==> src/ictr_pkg.sv <==
// Shared constants for the interrupt control two register block.
package ictr_pkg;
  // APB data width and the address width that the slave decodes.
  localparam int unsigned DATA_W = 32;
  localparam int unsigned ADDR_W = 8;
  // Number of external interrupt inputs handled here.
  localparam int unsigned NUM_EXT_IRQ = 3;
  // Byte address of the control register on the APB.
  localparam logic [7:0] CTRL_TWO_OFFSET = 8'h00;
  // Field positions inside the control register.
  localparam int unsigned ALT_VT_BIT = 15;
  localparam int unsigned TIMED_IRQ_DISABLE_ACTIVE_BIT = 14;
  localparam int unsigned UNIMPL_MSB = 13;
  localparam int unsigned UNIMPL_LSB = 3;
  localparam int unsigned POL_LSB = 0;
  // Byte lanes that carry the writable fields.
  localparam int unsigned ALT_VT_LANE = 1;
  localparam int unsigned POL_LANE = 0;
  // Reset values of the writable fields and of the read data bus.
  localparam logic ALT_VT_RESET = 1'b0;
  localparam logic POL_RESET = 1'b0;
  localparam logic [31:0] RDATA_IDLE = 32'h0000_0000;
endpackage

==> src/ictr_edge.sv <==
`timescale 1ns/1ps
// Edge detector for one synchronised interrupt input with selectable polarity.
module ictr_edge (
  input wire logic i_clock,
  input wire logic i_rst_b,
  input wire logic i_level,
  input wire logic i_falling_sel,
  output logic o_pulse
);

  // The previous sample is all the state this detector needs.
  typedef struct packed {
    logic prev;
  } ictr_edge_state_type;

  ictr_edge_state_type state_reg; // Registered previous level.
  ictr_edge_state_type state_next; // Next previous level.

  // Remember the level for the comparison in the next cycle.
  always_comb
  begin
    state_next.prev = i_level;
  end

  // The previous level clears under reset.
  always_ff @(posedge i_clock or negedge i_rst_b)
  begin
    if (!i_rst_b)
    begin
      state_reg <= '0;
    end
    else
    begin
      state_reg <= state_next;
    end
  end

  // One selects the falling edge, zero the rising edge; the pulse lasts one cycle.
  assign o_pulse = i_falling_sel ? (state_reg.prev & ~i_level) : (~state_reg.prev & i_level);

endmodule

==> src/ictr_regs.sv <==
// Added by the designer: the APB slave port and the placing of the registers.
`timescale 1ns/1ps
// Operation
// (RULE1) Bit 15 one selects alternate vector table.
// (RULE2) Bit 14 reads one while timed disable active.
// (RULE3) Bits 13 to 3 read zero, ignore writes.
// (RULE4) Edge select one means falling, zero rising.
// (RULE5) Bit 2 selects edge for input two.
// (RULE6) Bit 1 selects edge for input one.
// (RULE7) Bit 0 selects edge for input zero.
// (RULE8) Synchronise inputs, pulse once per selected edge.
module ictr_regs #(
  parameter int unsigned NUM_IRQ = ictr_pkg::NUM_EXT_IRQ,
  parameter int unsigned ADDR_W = ictr_pkg::ADDR_W
) (
  input wire logic i_clock,
  input wire logic i_rst_b,
  input wire logic i_psel,
  input wire logic i_penable,
  input wire logic i_pwrite,
  input wire logic [ADDR_W-1:0] i_paddr,
  input wire logic [31:0] i_pwdata,
  input wire logic [3:0] i_pstrb,
  output logic o_pready,
  output logic [31:0] o_prdata,
  output logic o_pslverr,
  input wire logic i_timed_irq_disable_active,
  input wire logic [NUM_IRQ-1:0] i_ext_irq,
  output logic o_alt_vector_table_select,
  output logic [NUM_IRQ-1:0] o_ext_irq_req
);

  // Bus handshake phases: idle until a setup cycle, then one answering cycle.
  typedef enum logic [0:0] {
    BUS_IDLE,
    BUS_ANSWER
  } ictr_bus_type;

  // All state of this module outside the synchroniser and edge detectors lives in one packed record.
  typedef struct packed {
    ictr_bus_type bus;
    logic alt_vt;
    logic [NUM_IRQ-1:0] pol;
    logic pready;
    logic pslverr;
    logic [31:0] prdata;
    logic [NUM_IRQ-1:0] irq_req;
  } ictr_state_type;

  // Values taken under reset: standard table, rising edges, bus quiet.
  localparam ictr_state_type STATE_RESET = '{
    bus: BUS_IDLE,
    alt_vt: ictr_pkg::ALT_VT_RESET,
    pol: {NUM_IRQ{ictr_pkg::POL_RESET}},
    pready: 1'b0,
    pslverr: 1'b0,
    prdata: ictr_pkg::RDATA_IDLE,
    irq_req: '0
  };

  ictr_state_type state_reg; // Registered state.
  ictr_state_type state_next; // Next state.
  logic [NUM_IRQ-1:0] sync_q; // Pins after the synchroniser.
  logic [NUM_IRQ-1:0] edge_pulse; // Raw edge hits, one per input.

  // Pins come from outside the clock domain, so they pass two stages first.
  // (RULE8) synchronise external inputs
  ictr_sync #(
    .WIDTH(NUM_IRQ)
  ) u_sync (
    .i_clock(i_clock),
    .i_rst_b(i_rst_b),
    .i_async(i_ext_irq),
    .o_sync(sync_q)
  );

  // One edge detector per input, steered by its own polarity bit.
  // (RULE4) per input edge choice
  for (genvar k = 0; k < NUM_IRQ; k++)
  begin : g_edge
    ictr_edge u_edge (
      .i_clock(i_clock),
      .i_rst_b(i_rst_b),
      .i_level(sync_q[k]),
      .i_falling_sel(state_reg.pol[k]),
      .o_pulse(edge_pulse[k])
    );
  end

  // Next-state logic for the bus slave, the register and the request pulses.
  always_comb
  begin
    logic [31:0] read_word;
    logic hit;
    read_word = ictr_pkg::RDATA_IDLE;
    hit = (i_paddr == ictr_pkg::CTRL_TWO_OFFSET[ADDR_W-1:0]);
    state_next = state_reg;
    // (RULE1) report table select
    read_word[ictr_pkg::ALT_VT_BIT] = state_reg.alt_vt;
    // (RULE2) report timed disable
    read_word[ictr_pkg::TIMED_IRQ_DISABLE_ACTIVE_BIT] = i_timed_irq_disable_active;
    // (RULE5) polarity field readback
    read_word[ictr_pkg::POL_LSB +: NUM_IRQ] = state_reg.pol;
    // The detectors are combinational, so the pulse is registered here.
    // (RULE8) one cycle request
    state_next.irq_req = edge_pulse;
    case (state_reg.bus)
      BUS_IDLE:
      begin
        // A setup cycle is answered in the next cycle, with no wait states.
        state_next.pready = 1'b0;
        state_next.pslverr = 1'b0;
        state_next.prdata = ictr_pkg::RDATA_IDLE;
        if (i_psel && !i_penable)
        begin
          // Read data is captured at setup; the field cannot change before the access edge
          // except the timed-disable status, which is a live level anyway.
          state_next.pready = 1'b1;
          state_next.pslverr = !hit;
          // (RULE3) unimplemented bits zero
          state_next.prdata = hit ? read_word : ictr_pkg::RDATA_IDLE;
          state_next.bus = BUS_ANSWER;
        end
      end
      BUS_ANSWER:
      begin
        // The access edge is now: the master samples pready high here.
        state_next.pready = 1'b0;
        state_next.pslverr = 1'b0;
        state_next.prdata = ictr_pkg::RDATA_IDLE;
        state_next.bus = BUS_IDLE;
        if (i_psel && i_penable && i_pwrite && !state_reg.pslverr)
        begin
          // Only the implemented bits are stored; bits 13 to 3 and 14 drop.
          // (RULE3) writes to unimplemented ignored
          if (i_pstrb[ictr_pkg::ALT_VT_LANE])
          begin
            // (RULE1) store table select
            state_next.alt_vt = i_pwdata[ictr_pkg::ALT_VT_BIT];
          end
          if (i_pstrb[ictr_pkg::POL_LANE])
          begin
            // (RULE6) store edge polarities
            state_next.pol = i_pwdata[ictr_pkg::POL_LSB +: NUM_IRQ];
          end
        end
      end
      default:
      begin
        // An illegal code returns the bus to idle with a quiet answer.
        state_next.bus = BUS_IDLE;
        state_next.pready = 1'b0;
        state_next.pslverr = 1'b0;
        state_next.prdata = ictr_pkg::RDATA_IDLE;
      end
    endcase
  end

  // The register stage of the record; the synchroniser and edge detectors hold their own.
  always_ff @(posedge i_clock or negedge i_rst_b)
  begin
    if (!i_rst_b)
    begin
      state_reg <= STATE_RESET;
    end
    else
    begin
      state_reg <= state_next;
    end
  end

  // Every output is taken straight from the registered state.
  assign o_pready = state_reg.pready;
  assign o_prdata = state_reg.prdata;
  assign o_pslverr = state_reg.pslverr;
  // (RULE1) drive table select
  assign o_alt_vector_table_select = state_reg.alt_vt;
  // (RULE7) drive edge requests
  assign o_ext_irq_req = state_reg.irq_req;
endmodule

==> src/ictr_sync.sv <==
`timescale 1ns/1ps
// Two flip-flop synchroniser for a group of asynchronous levels.
module ictr_sync #(
  parameter int unsigned WIDTH = 3
) (
  input wire logic i_clock,
  input wire logic i_rst_b,
  input wire logic [WIDTH-1:0] i_async,
  output logic [WIDTH-1:0] o_sync
);

  // The first stage may go metastable, so only the second stage reads it.
  typedef struct packed {
    logic [WIDTH-1:0] meta;
    logic [WIDTH-1:0] stable;
  } ictr_sync_state_type;

  ictr_sync_state_type state_reg; // Registered stages.
  ictr_sync_state_type state_next; // Next value of the stages.

  // Shift the pins through the two stages.
  always_comb
  begin
    state_next.meta = i_async;
    state_next.stable = state_reg.meta;
  end

  // Both stages clear under reset.
  always_ff @(posedge i_clock or negedge i_rst_b)
  begin
    if (!i_rst_b)
    begin
      state_reg <= '0;
    end
    else
    begin
      state_reg <= state_next;
    end
  end

  // Only the second stage leaves the module.
  assign o_sync = state_reg.stable;

endmodule

==> config.mk <==
export PLATFORM = sky130hd
export DESIGN_NAME = ictr_regs
export DESIGN_NICKNAME = d
export VERILOG_FILES = /design/src/ictr_pkg.sv /design/src/ictr_edge.sv /design/src/ictr_regs.sv /design/src/ictr_sync.sv
export SDC_FILE = /design/constraint.sdc
export NUM_CORES = 1
export LEC_CHECK = 0
export ABC_AREA = 0
export ABC_CLOCK_PERIOD_IN_PS = 3600
export BUFFER_PORTS_ARGS = -buffer_cell sky130_fd_sc_hd__buf_2
export CAP_MARGIN = 20
export CORE_MARGIN = 3
export CORE_UTILIZATION = 35
export CTS_BUF_LIST = sky130_fd_sc_hd__clkbuf_4 sky130_fd_sc_hd__clkbuf_8
export CTS_CLUSTER_SIZE = 28
export DETAILED_ROUTE_END_ITERATION = 6
export PLACE_DENSITY = 0.84
export SYNTH_ARGS = -nofsm -noshare
export SYNTH_HDL_FRONTEND = slang
export SYNTH_HIERARCHICAL = 1
export SYNTH_SLANG_ARGS = --single-unit
export TNS_END_PERCENT = 50
==> constraint.sdc <==
create_clock -name i_clock -period 3.6 [get_ports i_clock]
set_input_delay 0.72 -clock i_clock [delete_from_list [all_inputs] [get_ports i_clock]]
set_output_delay 0.72 -clock i_clock [all_outputs]
set_load 0.01 [all_outputs]
## After elaboration in Yosys (flattened, before gate mapping)

Cells that the tools add are included.

- Muxes and demuxes: 8
- Bitwise gates (word level): 13
- Reduce and logical (&&, ||, !) cells: 10

Operators with widths:

| cell | count |
|---|---|
| case mux 34 bit (2 select lines) | 1 |
| 2-to-1 mux 34 bit | 1 |
| 2-to-1 mux 16 bit | 1 |
| zero test 8 bit | 1 |
| inverter 1 bit | 7 |
| AND 1 bit | 6 |
| AND reduction 3 bit | 2 |
| logical AND 1 bit | 4 |
| 2-to-1 mux 1 bit | 4 |
| zero test 1 bit | 3 |
| case mux 1 bit (2 select lines) | 1 |

- Input port bits: 53
- Register bits: 51
- Word-level logic and storage cells: 43

## Longest topological paths before layout

Gate-level depths: netlist of the first run.

- Word-level depth: 4
- Gate-level depth with buffers: 3

## Modules after synthesis

The synthesis of the first run kept the hierarchy.

By module, submodules not included:

| module | instances | cells each | area each (µm²) |
|---|---|---|---|
| ictr_regs | 1 | 71 | 768.2 |
| ictr_sync | 1 | 6 | 150.1 |
| ictr_edge | 3 | 4 | 47.5 |

## Worst setup path before layout of the first run

Ideal clock, no wire load.

- Kind: input -> register
- From: input i_penable
- To: register state_reg[37] (netlist bit)
- Data arrival time: 1.569 ns
- Library setup time: 0.125 ns
- Stages: 3
- Setup slack: 1.906 ns
- Cell sequence: nand2_1 -> nor4_1 -> mux2_2

- Cells in the longest elaborated chain, start to end: 4

Ends and longest elaborated chain:

| what | line | RTL |
|---|---|---|
| start: declaration | ictr_regs.sv:19 | `input wire logic i_penable,` |
| logical AND 1 bit (3 in series) | ictr_regs.sv:132 | `if (i_psel && i_penable && i_pwrite && !state_reg.pslverr)` |
| AND reduction 3 bit (no source line) | -- |  |
| end signal: assignment | ictr_regs.sv:168 | `state_reg <= state_next;` |
| end: declaration | ictr_regs.sv:61 | `ictr_state_type state_reg;` |

Every way passes these cells.
A chain may end at the register's enable or synchronous reset.

## Worst setup path in the final report of the first run

Same ends and word-level chain as after synthesis.

==> flow_summary.ini, run 1 <==
[outcome]
status = finished, final reports clean

[layout]
final_nets = 171
syn2layout_area_growth_pct = 6.25
diodes = 0
largest_reg_flops = 5
utilization_pct = 39.8
drive_gt1_share_pct = 40.2

[clock_network]
cts.htree.levels = 1
cts_tree = built
root_buffer = clkbuf_4
numClockSinks = 23
post_cts_resized = 0
cts_buffer_depth = 2
clk_latency_ps = 300
cts_setup_buffers = 0
cts_buffers = 3
holdBufCountCts = 0
cts.clk_slew.worst_paths_ps = 110

[synth]
synthDominantCellAreaShare_pct = 54.2
syn-instance-count = 89
yosysWarnings = 6
synthTopCellsByArea = dfrtp_1 (54%), buf_4 (25%), mux2_2 (4.2%)
synth_area_sq_um = 1060
avgSynthCellArea_sq_um = 11.9
synth_flop_cell = dfrtp_1
synth_edf_count = 0
async_flop_share_pct = 100
synth.most_common_cell = buf_4
synth_top_area_cell = dfrtp_1
yosys-top-cells-count = buf_4 (35), dfrtp_1 (23), and2_1 (5), mux2_2 (4)
synth.distinct_cells = 17
ys_seq_area_share_pct = 54.2
synth_seq_cells = 23

[timing]
min_period_ps = 1620
final.setup.tns_ps = 0
tightest_slew_ps = 647
finalSetupViolCount = 0
drv_slew = 0
holdWs_ps = 358
clock_skew_ps = 1.07
rsz0062_at_grt = false
hold_viol = 0
max_freq_mhz = 617
finalCritPeriodShare_pct = 45.1
maxSlewHeadroom_pct = 56.4

[critical_path]
cp_cell_sequence = buf_2 > nand2_1 > nor4_1 > mux2_2
critPathLaunch = i_penable
critPathBufInv = 1
critical_path_required_ps = 3800
crit_type = in2reg
cp_max_fo = 3
crit_family = simple AND/OR/NAND/NOR gates
crit_slowest_cell = nor4_1
arrival_ps = 1820
crit-reg2reg-launch = o_pslverr
cp-start-kind = primary input
slowest_delay_ps = 560
cp-end-kind = register

[drt]
wirelength_um = 1530
drt_iter0_markers = 2
vias = 602
drtPass1Iterations = 3
drc = 0
drtAntennaViolNets = 0
wl_per_cell_um = 10.3
viasPerCell = 4.07

[floorplanning]
die-area_sq_um = 3730
die-width_um = 61.1
die-height_um = 61.1
design.core.area_sq_um = 2830
rows = 19
ios = 91
start_util_pct = 37.5

[global_routing]
grt_pass1_wl_um = 2390
overflow = 0
grt_pass1_vias = 558
track_usage_pct = 8.73
antenna_found_initial = 0
grt_start_max_net_pins = 24

[flow_run]
drv_cap = 0

[power_and_ir_drop]
power.density_nw_per_um2 = 407
peakVddDrop_mv = 0.201
p_leak_nw = 0.622

[worst_hold_path]
hp-class = in2async

[placed_design]
globalplace.congestion = 0.748
port_buffers = 33
[logic make-up after synthesis]
logic type | count (synthesis) | share of synthesized area (%)
simple gates | 21 | 13.2
compound gates | 3 | 2.48
buf+inv | 37 | 25.5
flops | 23 | 54.2
other cells | 1 | 0.353
mux | 4 | 4.24
[placed cells by master, fill, tap and decap left out, types with 2 or more instances in the layout]
| cell | instances |
|---|---|
| o21ai_2 | 3 |
| buf_2 | 33 |
| mux2_2 | 4 |
| nand3b_1 | 3 |
| nor2_1 | 2 |
| inv_1 | 2 |
| dfrtp_1 | 23 |
| nand2b_1 | 3 |
| conb_1 | 27 |
| clkbuf_4 | 3 |
| nand2_1 | 2 |
| and2_1 | 5 |
[worst reg2reg max path: stages, from the launching register on]
cell and delay [ps]:
dfrtp_1 430, nor4_1 610, mux2_2 400
[report_power, final]
group	switching, W	total, W	internal (W)
clock	0.0000718	0.000113	0.0000414
sequential	0.0000122	0.000288	0.000276
combinational	0.0000329	0.0000572	0.0000243
total	0.000117	0.000458	0.000342
[worst paths after layout]
kind | to | slack (ps) | cells after the start
min in group i_clock | u_sync/o_sync[0] | 360 | 0
max in group asynchronous | o_ext_irq_req[0] | 2910 | 1
max reg2reg | state_reg[37] | 2060 | 2
min reg2reg | u_sync/o_sync[0] | 360 | 0
max | state_reg[37] | 1980 | 4
min | state_reg[37] | 360 | 1
[through the flow]
stage	instances	setup WS [ps]	total power (W)	instance area [sq um]
5_1_grt	148	1900	0.000491	1130
3_3_place_gp	144	1690	0.000347	1100
2_1_floorplan	115	1910	0.000349	1160
6_report	148	1980	0.000458	1130
3_5_place_dp	144	1600	0.000352	1100
4_1_cts	148	1930	0.000467	1130
[area by class of cell]
class | count | area [sq um]
inverter | 2 | 7.51
clock buffer | 3 | 22.5
timing repair buffer | 33 | 165
fill | 271 | 1700
sequential | 23 | 576
clock inverter | 1 | 5.00
multi-input combinational | 55 | 313
tap | 31 | 38.8
[routing by layer]
layer | wire length [um] | vias to the layer above | GRT usage (%)
met5 | 0 | - | 0
li1 | - | 281 | -
met4 | 30 | 0 | 4.64
met3 | 180 | 4 | 1.89
met2 | 745 | 50 | 15.6
met1 | 571 | 267 | 9.64
(Power assumes the default switching activity.)
==> inputs of run 2 (changes only) <==
--- a/config.mk
+++ b/config.mk
@@ -6,7 +6,7 @@
 export NUM_CORES = 1
 export LEC_CHECK = 0
 export ABC_AREA = 0
-export ABC_CLOCK_PERIOD_IN_PS = 3600
+export ABC_CLOCK_PERIOD_IN_PS = 1500
 export BUFFER_PORTS_ARGS = -buffer_cell sky130_fd_sc_hd__buf_2
 export CAP_MARGIN = 20
 export CORE_MARGIN = 3
==> constraint.sdc (replaced) <==
create_clock -name i_clock -period 1.5 [get_ports i_clock]
set_input_delay 0.3 -clock i_clock [delete_from_list [all_inputs] [get_ports i_clock]]
set_output_delay 0.3 -clock i_clock [all_outputs]
set_load 0.01 [all_outputs]
==> flow_summary.ini, run 2 (same netlist as run 1, synthesis figures left out) <==
[clock_network]
cts_setup_buffers = 0
clk_latency_ps = 290
cts_tree = built
cts_buffer_depth = 2
cts.htree.levels = 1
cts_buffers = 3
root_buffer = clkbuf_4
numClockSinks = 23
cts.clk_slew.worst_paths_ps = 110

[drt]
wirelength_um = 1430
viasPerCell = 4.15
drc = 0
vias = 622
wl_per_cell_um = 9.51
drtPass1Iterations = 2
drtAntennaViolNets = 0
drt_iter0_markers = 4

[layout]
largest_reg_flops = 5
regArea_sq_um = 576
final_common_cell = buf_2
drive_gt1_share_pct = 40.3
diodes = 0
syn2layout_area_growth_pct = 8.73
utilization_pct = 40.8
num-fill-cells = 271
multi_input_area_sq_um = 319
final_nets = 173
final_cell_mix = buf_2 (33), conb_1 (27), dfrtp_1 (23)

[power_and_ir_drop]
finalPower_w = 0.00111
p_leak_nw = 0.644
power.density_nw_per_um2 = 966
peakVddDrop_mv = 0.659

[floorplanning]
ios = 91
die-height_um = 61.1
start_util_pct = 37.5
die-area_sq_um = 3730
design.core.area_sq_um = 2830
rows = 19
die-width_um = 61.1

[critical_path]
crit-reg2reg-launch = state_reg[41]
arrival_ps = 1650
slowest_delay_ps = 530
cp-start-kind = register
critPathLaunch = state_reg[41]
cp_cell_sequence = or3b_2 > nor3_4 > and2_1
critical_path_required_ps = 1740
crit_slowest_cell = or3b_2
crit_type = reg2reg
cp-end-kind = register
cp_max_fo = 5

[global_routing]
overflow = 0
grt_start_max_net_pins = 24
grt_pass1_wl_um = 2370
antenna_found_initial = 0
track_usage_pct = 8.16
grt_pass1_vias = 593

[timing]
drv_slew = 0
finalSetupViolCount = 0
max_freq_mhz = 710
final.setup.tns_ps = 0
clock_skew_ps = 2.19
min_period_ps = 1410
finalCritPeriodShare_pct = 93.9
rsz0062_at_grt = false
hold_viol = 0

[placed_design]
port_buffers = 33
globalplace.congestion = 0.749

[worst_hold_path]
hold_start = i_ext_irq[0]
hp-class = in2reg

[outcome]
status = finished, final reports clean

[flow_run]
drv_cap = 0
[run 2: cell count changes in the layout (fill, tap and decap cells not counted)]
cell	delta
buf_4	+1
clkbuf_4	+1
clkinv_2	-1
dlygate4sd3_1	+1
nor3_2	-1
nor3_4	+1
[run 2: where the power goes]
group	switching, W	internal [W]	total, W
Sequential	0.0000297	0.000662	0.000692
Combinational	0.0000792	0.0000603	0.000140
Clock	0.000162	0.000121	0.000283
Total	0.000271	0.000844	0.00111
[run 2: cell type report]
class | count | share of cell area [%]
well taps | 31 | 3.36
multi-input cells | 55 | 27.7
inverters | 2 | 0.651
clock buffers | 4 | 2.60
repair buffers | 35 | 15.8
flip-flops and latches | 23 | 49.9
[run 2: layer usage]
layer / track usage, % / vias up / part of all wire (%)
met5: 0 / - / 0
met4: 1.86 / 0 / 0
met3: 1.47 / 0 / 10
met2: 15.6 / 48 / 47
met1: 9.36 / 291 / 43
li1: - / 283 / -
[run 2: path summary, 6_finish.rpt]
kind,cells after the start,endpoint,slack [ps]
min reg2reg,0,u_sync/o_sync[1],370
max reg2reg,3,o_prdata[2],90
min,1,u_sync/state_next[0],100
max,3,o_prdata[2],90
max in group asynchronous,2,o_prdata[2],690
min in group asynchronous,2,u_sync/state_next[0],490
[run 2: what timing repair did]
action	CTS	global route
resized for setup	0	1
hold buffers	1	0
setup endpoints to repair	0	5
endpoints found under the hold margin	23	0
[run 2: stage by stage]
step                      setup slack (ps)  hold slack (ps)  instances  instance area, sq um
after floorplan                        120             4.41        115                  1160
after global placement                52.9              274        145                  1110
after detailed placement              24.7              293        145                  1110
after CTS                             7.40             92.7        150                  1150
after global routing                  3.32             79.4        150                  1150
final                                 91.5              102        150                  1150
[run 2: worst max-delay path, delay by kind of cell (launching register included)]
family | cells | cell delay [ps]
flops | 1 | 410
simple gates | 3 | 950
